[config.mk]
export PLATFORM = sky130hd
export DESIGN_NAME = tsswr_top
export DESIGN_NICKNAME = d
export VERILOG_FILES = /design/src/tsswr_pkg.sv /design/src/tsswr_counter.sv /design/src/tsswr_rec_word.sv /design/src/tsswr_top.sv
export SDC_FILE = /design/constraint.sdc
export NUM_CORES = 2
export LEC_CHECK = 0
export BUFFER_PORTS_ARGS = -buffer_cell sky130_fd_sc_hd__clkbuf_2
export CELL_PAD_IN_SITES_DETAIL_PLACEMENT = 1
export CELL_PAD_IN_SITES_GLOBAL_PLACEMENT = 1
export CORE_MARGIN = 5
export CORE_UTILIZATION = 42
export DETAILED_ROUTE_END_ITERATION = 16
export GPL_ROUTABILITY_DRIVEN = 0
export GPL_TIMING_DRIVEN = 0
export PLACE_DENSITY = 0.92
export SYNTH_ARGS = -nofsm -noshare
export SYNTH_HDL_FRONTEND = slang
export SYNTH_SLANG_ARGS = --single-unit
export TNS_END_PERCENT = 50
[constraint.sdc]
create_clock -name aclk -period 5.7 [get_ports aclk]
set_clock_uncertainty 0.15 [all_clocks]
set_input_delay 0 -clock aclk [delete_from_list [all_inputs] [get_ports aclk]]
set_output_delay 0 -clock aclk [all_outputs]
set_load 0.05 [all_outputs]
[src/tsswr_pkg.sv]
`default_nettype none
package tsswr_pkg;
	// ****************************************************
	// Register map, byte addresses
	// ****************************************************
	localparam logic [7:0] DBG_CTRL_ADDR = 8'h00;
	localparam logic [7:0] AREA_PTR_ADDR = 8'h04;
	localparam logic [7:0] MISC_EN_ADDR = 8'h08;
	localparam logic [7:0] CNT_CFG_ADDR = 8'h0C;
	localparam logic [7:0] CNT_LO_ADDR = 8'h10;
	localparam logic [7:0] CNT_HI_ADDR = 8'h14;
	localparam logic [7:0] STATUS_ADDR = 8'h18;
	// Field positions and reset values
	localparam int BR_EN_BIT = 0;
	localparam int BR_ABSENT_BIT = 0;
	localparam int SMP_ABSENT_BIT = 1;
	localparam int CNT_EN_BIT = 0;
	localparam int SMP_EN_BIT = 1;
	localparam int PRED_BIT = 4;
	localparam logic [31:0] CTRL_RST = 32'h0000_0000;
	localparam logic [31:0] AREA_RST = 32'h0000_0000;
	// ****************************************************
	// Management area and record layout
	// ****************************************************
	localparam logic [31:0] BR_IDX_OFF = 32'h0000_0004;
	localparam logic [31:0] SMP_IDX_OFF = 32'h0000_0014;
	localparam logic [31:0] BR_REC_SIZE = 32'h0000_000C;
	localparam logic [31:0] SMP_REC_SIZE = 32'h0000_0028;
	localparam logic [3:0] BR_LD_WORDS = 4'h3;
	localparam logic [3:0] SMP_LD_WORDS = 4'h5;
	localparam logic [3:0] BR_REC_WORDS = 4'h3;
	localparam logic [3:0] SMP_REC_WORDS = 4'hA;
	localparam int GPR_COUNT = 8;
	localparam int CNT_WIDTH = 40;
	localparam logic [1:0] RESP_OKAY = 2'h0;
	localparam logic [1:0] RESP_SLVERR = 2'h2;
	typedef enum {ST_IDLE, ST_LOAD, ST_CHECK, ST_WRITE, ST_UPDATE,
		ST_RELOAD} tsswr_state_t;
endpackage
`default_nettype wire

[src/tsswr_counter.sv]
`default_nettype none
module tsswr_counter #(
	parameter int WIDTH = 40
) (
	input wire logic aclk,
	input wire logic aresetn,
	input wire logic run,
	input wire logic evt,
	input wire logic wr_lo,
	input wire logic wr_hi,
	input wire logic [31:0] wdata,
	input wire logic reload,
	input wire logic [WIDTH-1:0] reload_val,
	output logic [WIDTH-1:0] cnt,
	output logic ovf
);
	logic [WIDTH-1:0] cnt_ff;

	// Overflow is the step from all ones back to zero
	assign ovf = run && evt && (&cnt_ff);
	assign cnt = cnt_ff;

	// Reload outranks a software write, which outranks counting
	always_ff @(posedge aclk) begin
		if (!aresetn) begin
			cnt_ff <= '0;
		end else if (reload) begin
			cnt_ff <= reload_val;
		end else if (wr_lo) begin
			cnt_ff[31:0] <= wdata;
		end else if (wr_hi) begin
			cnt_ff[WIDTH-1:32] <= wdata[WIDTH-33:0];
		end else if (run && evt) begin
			cnt_ff <= cnt_ff + {{(WIDTH-1){1'b0}}, 1'b1};
		end
	end
endmodule
`default_nettype wire

[src/tsswr_rec_word.sv]
`default_nettype none
module tsswr_rec_word (
	input wire logic is_smp,
	input wire logic [3:0] sel,
	input wire logic [31:0] br_from,
	input wire logic [31:0] br_to,
	input wire logic br_pred,
	input wire logic [319:0] snap,
	output logic [31:0] word
);
	// Branch: source, target, flag word; sample: flags, ip, gprs
	always_comb begin
		word = 32'h0000_0000;
		if (is_smp) begin
			// Past the last sample word the select would leave the snapshot
			if (sel < tsswr_pkg::SMP_REC_WORDS)
				word = snap[32*sel +: 32];
		end else if (sel == 4'h0) begin
			word = br_from;
		end else if (sel == 4'h1) begin
			word = br_to;
		end else begin
			word[tsswr_pkg::PRED_BIT] = br_pred;
		end
	end
endmodule
`default_nettype wire

[src/tsswr_top.sv]
// Function
// While branch trace is on, each taken branch or trap writes a record.
// Sampling counter overflow writes flags, ip and eight general registers.
// After the sample record is written, counter reloads and resumes.
// Entering system management mode disables all recording.
// Machine check disables recording; reset and init clear recording state.
// Recording keeps working in real address mode.
// Two read-only bits report branch trace and sampling absence.
// Management area address comes from store area pointer register.
// Branch record written at branch index; twelve bytes each.
// Software sets branch maximum and doubleword-aligned base.
// Interrupt when writing the record at branch threshold.
// Software places thresholds on records well before maximum.
// Software sets both indexes to their bases first.
// Sample record written at sample index; forty bytes each.
// Software sets sample maximum and doubleword-aligned base.
// Interrupt when writing the record at sample threshold.
// Full 40-bit reset value loads into the counter.
// Branch record holds source then target address.
// Bit 4 of third branch word marks predicted branch.
// Sample layout: flags at 0, ip at 4, gprs 8 to 24 hex.
// Stored ip is code segment base plus offset.
// Logged registers are those at the start of the instruction.
// Software configures selection and filtering before counter enable.
// Only the fifth queue counter supports sample recording.
// Index advances one record; records reaching maximum are dropped.
// Record written as sequential doublewords before index update.
`default_nettype none
module tsswr_top #(
	parameter logic BRANCH_TRACE_ABSENT = 1'b0,
	parameter logic SAMPLE_STORE_ABSENT = 1'b0
) (
	input wire logic aclk,
	input wire logic aresetn,
	input wire logic [7:0] s_axi_awaddr,
	input wire logic s_axi_awvalid,
	output logic s_axi_awready,
	input wire logic [31:0] s_axi_wdata,
	input wire logic [3:0] s_axi_wstrb,
	input wire logic s_axi_wvalid,
	output logic s_axi_wready,
	output logic [1:0] s_axi_bresp,
	output logic s_axi_bvalid,
	input wire logic s_axi_bready,
	input wire logic [7:0] s_axi_araddr,
	input wire logic s_axi_arvalid,
	output logic s_axi_arready,
	output logic [31:0] s_axi_rdata,
	output logic [1:0] s_axi_rresp,
	output logic s_axi_rvalid,
	input wire logic s_axi_rready,
	input wire logic br_valid,
	output logic br_ready,
	input wire logic [31:0] br_from,
	input wire logic [31:0] br_to,
	input wire logic br_pred,
	input wire logic cnt_evt,
	input wire logic [31:0] flags_register,
	input wire logic [31:0] ip_offset,
	input wire logic [31:0] cs_base,
	input wire logic [255:0] gpr_values,
	input wire logic system_management_mode,
	input wire logic machine_check,
	input wire logic init_pulse,
	output logic mem_req,
	output logic mem_we,
	output logic [31:0] mem_addr,
	output logic [31:0] mem_wdata,
	input wire logic mem_ack,
	input wire logic [31:0] mem_rdata,
	output logic perf_monitor_interrupt
);
	// ****************************************************
	// Declarations
	// ****************************************************
	tsswr_pkg::tsswr_state_t st_ff;
	logic aw_got_ff, w_got_ff, bvalid_ff, rvalid_ff;
	logic [7:0] awaddr_ff;
	logic [31:0] wdata_ff, rdata_ff;
	logic [1:0] bresp_ff, rresp_ff;
	logic trace_en_ff, cnt_en_ff, smp_en_ff, smp_pend_ff;
	logic [31:0] area_ff;
	logic is_smp_ff;
	logic [3:0] k_ff;
	logic [31:0] idx_ff, max_ff, thr_ff, rst_lo_ff;
	logic [7:0] rst_hi_ff;
	logic [31:0] fr_ff, to_ff;
	logic pred_ff;
	logic [319:0] snap_ff;
	logic req_ff, we_ff, irq_ff;
	logic [31:0] addr_ff, wd_ff;
	logic wr_go, halt, cnt_ovf, reload;
	logic [39:0] cnt_val;
	logic [31:0] rec_word, rec_size;
	logic [3:0] wstrb_ff, rec_sel;
	logic [3:0] rec_words, ld_words;

	// Field address of word k in the management area
	function automatic logic [31:0] ld_addr(input logic [31:0] base,
		input logic smp, input logic [3:0] k);
		logic [31:0] off;
		off = smp ? tsswr_pkg::SMP_IDX_OFF : tsswr_pkg::BR_IDX_OFF;
		ld_addr = base + off + {26'h0, k, 2'b00};
	endfunction

	// ****************************************************
	// AXI4-Lite slave
	// ****************************************************
	assign s_axi_awready = !aw_got_ff && !bvalid_ff;
	assign s_axi_wready = !w_got_ff && !bvalid_ff;
	assign s_axi_arready = !rvalid_ff;
	assign s_axi_bvalid = bvalid_ff;
	assign s_axi_bresp = bresp_ff;
	assign s_axi_rvalid = rvalid_ff;
	assign s_axi_rresp = rresp_ff;
	assign s_axi_rdata = rdata_ff;
	assign wr_go = aw_got_ff && w_got_ff && !bvalid_ff;

	// Address and data may arrive in either order
	always_ff @(posedge aclk) begin
		if (!aresetn) begin
			aw_got_ff <= 1'b0;
			w_got_ff <= 1'b0;
			awaddr_ff <= 8'h00;
			wdata_ff <= 32'h0000_0000;
			wstrb_ff <= 4'h0;
		end else begin
			if (s_axi_awvalid && s_axi_awready) begin
				aw_got_ff <= 1'b1;
				awaddr_ff <= s_axi_awaddr;
			end else if (wr_go) begin
				aw_got_ff <= 1'b0;
			end
			if (s_axi_wvalid && s_axi_wready) begin
				w_got_ff <= 1'b1;
				wdata_ff <= s_axi_wdata;
				// Strobes may change once the data beat is taken
				wstrb_ff <= s_axi_wstrb;
			end else if (wr_go) begin
				w_got_ff <= 1'b0;
			end
		end
	end

	// Write response; unmapped or read-only words answer SLVERR
	always_ff @(posedge aclk) begin
		if (!aresetn) begin
			bvalid_ff <= 1'b0;
			bresp_ff <= tsswr_pkg::RESP_OKAY;
		end else if (wr_go) begin
			bvalid_ff <= 1'b1;
			case (awaddr_ff)
			tsswr_pkg::DBG_CTRL_ADDR, tsswr_pkg::AREA_PTR_ADDR,
			tsswr_pkg::CNT_CFG_ADDR, tsswr_pkg::CNT_LO_ADDR,
			tsswr_pkg::CNT_HI_ADDR: bresp_ff <= tsswr_pkg::RESP_OKAY;
			default: bresp_ff <= tsswr_pkg::RESP_SLVERR;
			endcase
		end else if (s_axi_bready) begin
			bvalid_ff <= 1'b0;
		end
	end

	// Read data registered on address acceptance
	always_ff @(posedge aclk) begin
		if (!aresetn) begin
			rvalid_ff <= 1'b0;
			rdata_ff <= 32'h0000_0000;
			rresp_ff <= tsswr_pkg::RESP_OKAY;
		end else if (s_axi_arvalid && s_axi_arready) begin
			rvalid_ff <= 1'b1;
			rresp_ff <= tsswr_pkg::RESP_OKAY;
			rdata_ff <= 32'h0000_0000;
			case (s_axi_araddr)
			tsswr_pkg::DBG_CTRL_ADDR:
				rdata_ff[tsswr_pkg::BR_EN_BIT] <= trace_en_ff;
			tsswr_pkg::AREA_PTR_ADDR: rdata_ff <= area_ff;
			tsswr_pkg::MISC_EN_ADDR: begin
				rdata_ff[tsswr_pkg::BR_ABSENT_BIT] <=
					BRANCH_TRACE_ABSENT;
				rdata_ff[tsswr_pkg::SMP_ABSENT_BIT] <=
					SAMPLE_STORE_ABSENT;
			end
			tsswr_pkg::CNT_CFG_ADDR: begin
				rdata_ff[tsswr_pkg::CNT_EN_BIT] <= cnt_en_ff;
				rdata_ff[tsswr_pkg::SMP_EN_BIT] <= smp_en_ff;
			end
			tsswr_pkg::CNT_LO_ADDR: rdata_ff <= cnt_val[31:0];
			tsswr_pkg::CNT_HI_ADDR: rdata_ff[7:0] <= cnt_val[39:32];
			tsswr_pkg::STATUS_ADDR: begin
				rdata_ff[0] <= (st_ff != tsswr_pkg::ST_IDLE);
				rdata_ff[1] <= smp_pend_ff;
				rdata_ff[2] <= system_management_mode;
			end
			default: rresp_ff <= tsswr_pkg::RESP_SLVERR;
			endcase
		end else if (s_axi_rready) begin
			rvalid_ff <= 1'b0;
		end
	end

	// ****************************************************
	// Control registers
	// ****************************************************
	// Hardware disables win over a software write in the same cycle.
	// Processor mode is not an input: real address mode records too.
	always_ff @(posedge aclk) begin
		if (!aresetn || init_pulse) begin
			trace_en_ff <= 1'b0;
			smp_en_ff <= 1'b0;
			cnt_en_ff <= 1'b0;
		end else if (system_management_mode || machine_check) begin
			trace_en_ff <= 1'b0;
			smp_en_ff <= 1'b0;
		end else if (wr_go) begin
			if (awaddr_ff == tsswr_pkg::DBG_CTRL_ADDR && wstrb_ff[0])
				trace_en_ff <= wdata_ff[tsswr_pkg::BR_EN_BIT] &&
					!BRANCH_TRACE_ABSENT;
			if (awaddr_ff == tsswr_pkg::CNT_CFG_ADDR && wstrb_ff[0]) begin
				cnt_en_ff <= wdata_ff[tsswr_pkg::CNT_EN_BIT];
				smp_en_ff <= wdata_ff[tsswr_pkg::SMP_EN_BIT] &&
					!SAMPLE_STORE_ABSENT;
			end
		end
	end

	// Store area pointer, full word only
	always_ff @(posedge aclk) begin
		if (!aresetn) begin
			area_ff <= tsswr_pkg::AREA_RST;
		end else if (wr_go && awaddr_ff == tsswr_pkg::AREA_PTR_ADDR &&
			wstrb_ff == 4'hF) begin
			area_ff <= wdata_ff;
		end
	end

	// ****************************************************
	// Sampling counter
	// ****************************************************
	// Counter stops from overflow until its record is logged or dropped
	assign halt = smp_pend_ff;
	assign reload = (st_ff == tsswr_pkg::ST_RELOAD);

	tsswr_counter #(
		.WIDTH(tsswr_pkg::CNT_WIDTH)
	) u_queue_counter_five (
		.aclk(aclk),
		.aresetn(aresetn),
		.run(cnt_en_ff && !halt),
		.evt(cnt_evt),
		.wr_lo(wr_go && awaddr_ff == tsswr_pkg::CNT_LO_ADDR),
		.wr_hi(wr_go && awaddr_ff == tsswr_pkg::CNT_HI_ADDR),
		.wdata(wdata_ff),
		.reload(reload),
		.reload_val({rst_hi_ff, rst_lo_ff}),
		.cnt(cnt_val),
		.ovf(cnt_ovf)
	);

	// Pending sample with register snapshot taken at overflow
	always_ff @(posedge aclk) begin
		if (!aresetn || init_pulse) begin
			smp_pend_ff <= 1'b0;
			snap_ff <= '0;
		end else if (cnt_ovf && smp_en_ff) begin
			smp_pend_ff <= 1'b1;
			snap_ff <= {gpr_values, cs_base + ip_offset,
				flags_register};
		end else if (reload || !smp_en_ff) begin
			smp_pend_ff <= 1'b0;
		end
	end

	// ****************************************************
	// Record sequencer
	// ****************************************************
	assign br_ready = (st_ff == tsswr_pkg::ST_IDLE) && !smp_pend_ff &&
		trace_en_ff;
	assign rec_size = is_smp_ff ? tsswr_pkg::SMP_REC_SIZE :
		tsswr_pkg::BR_REC_SIZE;
	assign rec_words = is_smp_ff ? tsswr_pkg::SMP_REC_WORDS :
		tsswr_pkg::BR_REC_WORDS;
	assign ld_words = is_smp_ff ? tsswr_pkg::SMP_LD_WORDS :
		tsswr_pkg::BR_LD_WORDS;
	// While writing, look one word ahead so the next word is ready at ack
	assign rec_sel = (st_ff == tsswr_pkg::ST_WRITE) ? k_ff + 4'h1 : k_ff;

	tsswr_rec_word u_rec_word (
		.is_smp(is_smp_ff),
		.sel(rec_sel),
		.br_from(fr_ff),
		.br_to(to_ff),
		.br_pred(pred_ff),
		.snap(snap_ff),
		.word(rec_word)
	);

	// One doubleword per memory handshake; next one issued at ack
	always_ff @(posedge aclk) begin
		if (!aresetn || init_pulse) begin
			st_ff <= tsswr_pkg::ST_IDLE;
			is_smp_ff <= 1'b0;
			k_ff <= 4'h0;
			req_ff <= 1'b0;
			we_ff <= 1'b0;
			addr_ff <= 32'h0000_0000;
			wd_ff <= 32'h0000_0000;
			idx_ff <= 32'h0000_0000;
			max_ff <= 32'h0000_0000;
			thr_ff <= 32'h0000_0000;
			rst_lo_ff <= 32'h0000_0000;
			rst_hi_ff <= 8'h00;
			fr_ff <= 32'h0000_0000;
			to_ff <= 32'h0000_0000;
			pred_ff <= 1'b0;
			irq_ff <= 1'b0;
		end else begin
			irq_ff <= 1'b0;
			case (st_ff)
			tsswr_pkg::ST_IDLE: begin
				k_ff <= 4'h0;
				if (smp_pend_ff) begin
					is_smp_ff <= 1'b1;
					st_ff <= tsswr_pkg::ST_LOAD;
					req_ff <= 1'b1;
					we_ff <= 1'b0;
					addr_ff <= ld_addr(area_ff, 1'b1, 4'h0);
				end else if (br_valid && br_ready) begin
					is_smp_ff <= 1'b0;
					fr_ff <= br_from;
					to_ff <= br_to;
					pred_ff <= br_pred;
					st_ff <= tsswr_pkg::ST_LOAD;
					req_ff <= 1'b1;
					we_ff <= 1'b0;
					addr_ff <= ld_addr(area_ff, 1'b0, 4'h0);
				end
			end
			tsswr_pkg::ST_LOAD: if (mem_ack) begin
				case (k_ff)
				4'h0: idx_ff <= mem_rdata;
				4'h1: max_ff <= mem_rdata;
				4'h2: thr_ff <= mem_rdata;
				4'h3: rst_lo_ff <= mem_rdata;
				default: rst_hi_ff <= mem_rdata[7:0];
				endcase
				if (k_ff == ld_words - 4'h1) begin
					req_ff <= 1'b0;
					k_ff <= 4'h0;
					st_ff <= tsswr_pkg::ST_CHECK;
				end else begin
					k_ff <= k_ff + 4'h1;
					addr_ff <= ld_addr(area_ff, is_smp_ff, k_ff + 4'h1);
				end
			end
			tsswr_pkg::ST_CHECK: begin
				// Drop a record whose last byte would reach the maximum
				if (idx_ff + rec_size > max_ff) begin
					st_ff <= is_smp_ff ? tsswr_pkg::ST_RELOAD :
						tsswr_pkg::ST_IDLE;
				end else begin
					st_ff <= tsswr_pkg::ST_WRITE;
					req_ff <= 1'b1;
					we_ff <= 1'b1;
					addr_ff <= idx_ff;
					wd_ff <= rec_word;
				end
			end
			tsswr_pkg::ST_WRITE: if (mem_ack) begin
				if (k_ff == rec_words - 4'h1) begin
					// Whole record out, now move the index
					st_ff <= tsswr_pkg::ST_UPDATE;
					addr_ff <= ld_addr(area_ff, is_smp_ff, 4'h0);
					wd_ff <= idx_ff + rec_size;
					irq_ff <= (idx_ff == thr_ff);
				end else begin
					k_ff <= k_ff + 4'h1;
					addr_ff <= addr_ff + 32'h0000_0004;
					wd_ff <= rec_word;
				end
			end
			tsswr_pkg::ST_UPDATE: if (mem_ack) begin
				req_ff <= 1'b0;
				we_ff <= 1'b0;
				st_ff <= is_smp_ff ? tsswr_pkg::ST_RELOAD :
					tsswr_pkg::ST_IDLE;
			end
			tsswr_pkg::ST_RELOAD: begin
				st_ff <= tsswr_pkg::ST_IDLE;
			end
			default: st_ff <= tsswr_pkg::ST_IDLE;
			endcase
		end
	end

	// Memory port comes straight from the sequencer registers
	assign mem_req = req_ff;
	assign mem_we = we_ff;
	assign mem_addr = addr_ff;
	assign mem_wdata = wd_ff;
	assign perf_monitor_interrupt = irq_ff;
endmodule
`default_nettype wire

==> results of run 1 <==
## per-layer routing
metal / GRT usage, % / overflow
met1: 74.6 / 89
met2: 92.8 / 475
met3: 66.0 / 61
met4: 75.8 / 309
met5: 48.7 / 4
## cell families after synthesis
family | count (synthesis) | share of synthesized area, %
and+or+nand+nor | 1974 | 22.2
AOI/OAI and AO/OA | 1270 | 20.4
other | 1 | 0.00987
buffers and inverters | 442 | 4.48
xor gates and xnor gates | 195 | 4.49
muxes | 150 | 5.97
DFF | 754 | 39.7
adders and majority gates | 82 | 2.74
## cell usage after synthesis (79+ instances only)
cell / instances
nor2_1: 237
dfxtp_1: 754
ha_1: 80
clkbuf_1: 347
a21boi_0: 85
xnor2_1: 117
nand2_1: 1327
o21ai_0: 155
mux2i_1: 85
a21oi_1: 661
a221oi_1: 87
nand3_1: 79
## what timing repair did
action / 4_1_cts
pin swaps: 3
hold buffers: 805
buffers inserted: 4
gates cloned: 0
gates resized for setup: 35
setup endpoints to repair: 69
endpoints found under the hold margin: 583
## through the flow
stage	area (um2)	setup slack [ns]	std cells	hold WS, ns	util, %
after CTS	53700	0.0116	7625	0.000180	59.8
after detailed placement	42600	-2.03	6664	0.0641	47.4
after global placement	42600	-1.76	6663	0.0583	47.4
after floorplan	38000	0.570	4869	-0.0719	-
==> qor.txt, run 1 <==
outcome = aborted with a tool error
failing step = 5_1_grt
first error = [ERROR GRT-0116] Global routing finished with congestion. Check the congestion regions in the DRC Viewer.
netlist area before placement = 38000 um2
top post-synthesis cells by area = dfxtp_1 (40%), nand2_1 (13%), a21oi_1 (8.7%)
Synthesis Warnings = 0
wire length of the first global-routing pass = 550000 um
die outline height = 311 um
EDFF count, synth = 0
die boundary width = 311 um
vias in the first global route = 66500
pin count of the biggest net entering global routing = 15
clock sink total = 754
placed wire-length estimate after detailed placement = 145000 um
overflow left after global routing = 938
root buf cell = clkbuf_16
synthesized area per cell = 7.81 um2
fraction of post-synthesis cell area in the top cell type by area = 39.7%
proportion of synthesized chip area in sequential cells = 39.7%
maximum count of clock buffers along a single path = 3
I/O pins = 623
asr flop ratio synth = 0%
Overall Global Routing Usage = 77.3%
number of levels in the clock H-tree = 3
count of mapped cells out of synthesis = 4868
total of flip-flops plus latches after synthesis = 754
primary flip-flop cell chosen by synthesis mapping = dfxtp_1
Port Buf Inserts = 618
cell taking the most area after synthesis = dfxtp_1
total CTS buffers = 83
Distinct cells, synth = 87
Initial Utilization = 42.3%
# rows = 110
==> run 2, diff against run 1 <==
Settings changed: CELL_PAD_IN_SITES_DETAIL_PLACEMENT 1 to default, CELL_PAD_IN_SITES_GLOBAL_PLACEMENT 1 to default, CORE_UTILIZATION 42 to 35, PLACE_DENSITY 0.92 to default, PLACE_DENSITY_LB_ADDON from default to 0.15.
==> qor.txt, run 2 <==
proportion of synthesized chip area in sequential cells = 39.7% (unchanged)
worst hold path endpoint = snap_ff[59]$_SDFFE_PP0P_
setup TNS after final layout = 0 ns
count of mapped cells out of synthesis = 4868 (unchanged)
EDFF count, synth = 0 (unchanged)
residual antenna-violating net count after detailed routing = 0
clock period minus final worst setup slack = 5.54 ns
share of cell area taken by muxes after synthesis = 5.97% (unchanged)
start point of the critical path = is_smp_ff$_SDFFE_PP0P_
setup slack of the critical path after layout = 0.157 ns
highest clock rate = 180 MHz
pin count of the biggest net entering global routing = 14
register with the highest flop count = snap_ff
Worst-Margin Slew = 1.43 ns
Sw Pwr = 3170 uW
I/O pins = 623 (unchanged)
clock transition time at the flip-flop clock pins of the worst setup and hold paths = 0.06 ns
count of pins over their slew limit = 0
clock sink total = 754 (unchanged)
MaxCap Viol Count = 0
startpoint kind of the worst setup timing path = flop
via total after detailed routing = 44800
Residual DRC = 0
worst r2r dst = mem_wdata[25]$_SDFFE_PP0P_
net switching fraction of the power = 24.9%
Worst Hold Launch = ip_offset[26]
# rows = 120 (+9.1%)
total of flip-flops plus latches after synthesis = 754 (unchanged)
XOR/XNOR Fraction of Synth Area = 4.49% (unchanged)
Port Buf Inserts = 618 (unchanged)
signed area change from the synthesized netlist to the final layout = 47.5%
asr flop ratio synth = 0% (unchanged)
Synthesis Warnings = 0 (unchanged)
cell taking the most area after synthesis = dfxtp_1
overflow left after global routing = 0
die outline area = 115000 um2
largest family of logic cells by synthesized area = simple AND/OR/NAND/NOR gates
die outline height = 340 um (+9.2%)
highest fanout seen on the critical path = 10
vias per std cell = 5.56
ranking of synthesized cells by instance count = nand2_1 (1327), dfxtp_1 (754), a21oi_1 (661), clkbuf_1 (347), nor2_1 (237)
worst setup slack for register-to-register paths = 0.16 ns
post-synthesis share of cell area spent on and, or, nand and nor gates = 22.2% (unchanged)
post-DR wirelength/cell = 24.0 um
Clk network pwr share = 47.0%
combinational power share = 11.1%
depth of the most critical reg-to-reg path = 22
setup slack at placement = -2.59 ns (-0.560 ns)
total wirelength of the detailed-routed design = 193000 um
Clock Latency Late Sink = 0.69 ns
total power per unit cell area = 227 nW/um2
floorplan core area = 108000 um2
top post-synthesis cells by area = dfxtp_1 (40%), nand2_1 (13%), a21oi_1 (8.7%)
Worst slew margin = 4.70%
Worst setup EP type = flop
outcome = finished, final reports clean
most used standard cell by instance count after synthesis = nand2_1
primary flip-flop cell chosen by synthesis mapping = dfxtp_1
CTS tree = built
number of levels in the clock H-tree = 3 (unchanged)
Setup violations, final = 0
Distinct cells, synth = 87 (unchanged)
die boundary width = 340 um (+9.2%)
Initial Utilization = 35.4% (-6.9 points)
layout filler cell count = 10100
number of antenna violations at the first check in global routing = 15
most frequent standard cell in the layout excluding fill and tap cells = nand2_1
maximum count of clock buffers along a single path = 3 (unchanged)
first-pass iteration count of the detailed router = 6
total CTS buffers = 88 (+6.0%)
origin of the critical flop-to-flop path = is_smp_ff$_SDFFE_PP0P_
vias in the first global route = 44600
hold-critical path depth = 6
Overall Global Routing Usage = 31.9%
root buf cell = clkbuf_16
WP data arrival = 5.94 ns
total internal power = 9570 uW
Flop pwr share = 42.0%
fraction of the mapped netlist area in compound gates = 20.4% (unchanged)
placed wire-length estimate after detailed placement = 141000 um (-3.1%)
final number of hold-violating endpoints = 0
post-synthesis adder-cell area fraction = 2.74% (unchanged)
total number of nets in the final design = 7157
CP Data Required Time = 6.10 ns
Leak = 0.0210 uW
max FFs per register = 320
Hold/Removal Path Class = in2reg
worst setup path category = reg2reg
worst vdd rail ir drop = 0.195 mV
first-iteration detailed-routing DRC count = 4649
most frequent cells in the layout = nand2_1 (1326), dlygate4sd3_1 (972), dfxtp_1 (753)
fraction of post-synthesis cell area in the top cell type by area = 39.7% (unchanged)
wire length of the first global-routing pass = 281000 um
synthesized area per cell = 7.81 um2 (unchanged)
fraction of final layout cells with drive strength greater than 1 = 14.1%
netlist area before placement = 38000 um2 (unchanged)
portion of the clock cycle consumed by the worst path in the final layout = 97.2%
==> run 2: logic make-up (layout without fill, tap and decap cells) <==
| logic type | count (synthesis) | count (layout) |
|---|---|---|
| AND/OR/NAND/NOR | 1974 | 1974 |
| AO/OA/AOI/OAI | 1270 | 1270 |
| flip-flops | 754 | 754 |
| buffers and inverters | 442 | 2200 |
| XOR/XNOR | 195 | 195 |
| multiplexers | 150 | 150 |
| adder cells (fa/ha/maj) | 82 | 82 |
| other | 1 | 20 |
==> run 2: per-layer routing <==
metal | up-vias | part of all wire [%] | GRT usage [%]
li1 | 20400 | - | -
met2 | 2368 | 46 | 53.0
met4 | 2 | 6.2 | 16.9
met5 | - | 0.0078 | 0
met3 | 589 | 8.8 | 7.04
met1 | 21400 | 39 | 38.8
==> run 2: area by class of cell <==
class | count | area [um2] | share of cell area, %
multi-input combinational | 3673 | 21400 | 38.2
sequential | 754 | 15100 | 26.9
timing repair buffer | 1604 | 12900 | 23.1
clock buffer | 128 | 2620 | 4.66
tap | 1403 | 1760 | 3.13
buffer | 376 | 1510 | 2.70
clock inverter | 28 | 432 | 0.770
inverter | 64 | 244 | 0.435
antenna | 18 | 45.0 | 0.0803
==> run 2: power by group through the flow <==
| stage | clock (uW) | sequential [uW] | combinational [uW] |
|---|---|---|---|
| finish | 5990 | 5350 | 1410 |
| global route | 6250 | 5350 | 1480 |
| CTS | 6030 | 5350 | 1360 |
| detailed placement | 0 | 5460 | 801 |
| global placement | 0 | 5460 | 799 |
| floorplan | 0 | 5500 | 316 |
==> run 2: critical path: stages, from the launching register on <==
cell and delay [ns]:
dfxtp_4 0.39, buf_6 0.16, clkbuf_8 0.20, clkinvlp_4 0.12, ha_2 0.19, o211a_1 0.16
o21ai_2 0.11, nor2_2 0.28, nand2_1 0.20, nor2_2 0.23, nand4_1 0.18, xnor2_2 0.27
ha_1 0.35, nand4_1 0.20, nor4_4 0.31, buf_4 0.19, nand3_4 0.12, nor4b_1 0.19
a22o_2 0.33, o41a_1 0.44, buf_2 0.26, a221oi_1 0.27, nor2_1 0.08
==> run 2: how the worst max path moves through the flow <==
stage / to / slack, ns / cells past startpoint
2_1_floorplan: mem_addr[10]$_SDFFE_PP0P_ / 0.57 / 24
3_3_place_gp: mem_addr[5]$_SDFFE_PP0P_ / -2.62 / 22
3_5_place_dp: mem_addr[5]$_SDFFE_PP0P_ / -2.59 / 22
4_1_cts: mem_addr[13]$_SDFFE_PP0P_ / 0.009 / 25
5_1_grt: mem_addr[22]$_SDFFE_PP0P_ / -0.02 / 26
6_report: mem_wdata[25]$_SDFFE_PP0P_ / 0.16 / 22
==> run 2: what timing repair did <==
item	in CTS	in global routing
buffers inserted	6	6
setup endpoints to repair	69	67
endpoints found under the hold margin	587	0
resized for setup	41	42
hold buffers	972	0
gates cloned	1	0
pin swaps	3	8
==> run 2: through the flow <==
step           total power (uW)  utilization, %  area, um2  instances  hold slack (ns)
2_1_floorplan              5810               -      38000       4869          -0.0719
3_3_place_gp               6260            39.9      42900       6890           0.0650
3_5_place_dp               6260            39.9      42900       6891           0.0693
4_1_cts                   12700            52.0      55900       8026         0.000346
5_1_grt                   13100            52.1      56000       8040           0.0306
6_report                  12700            52.2      56100       8048           0.0174
(Power assumes the default switching activity.)
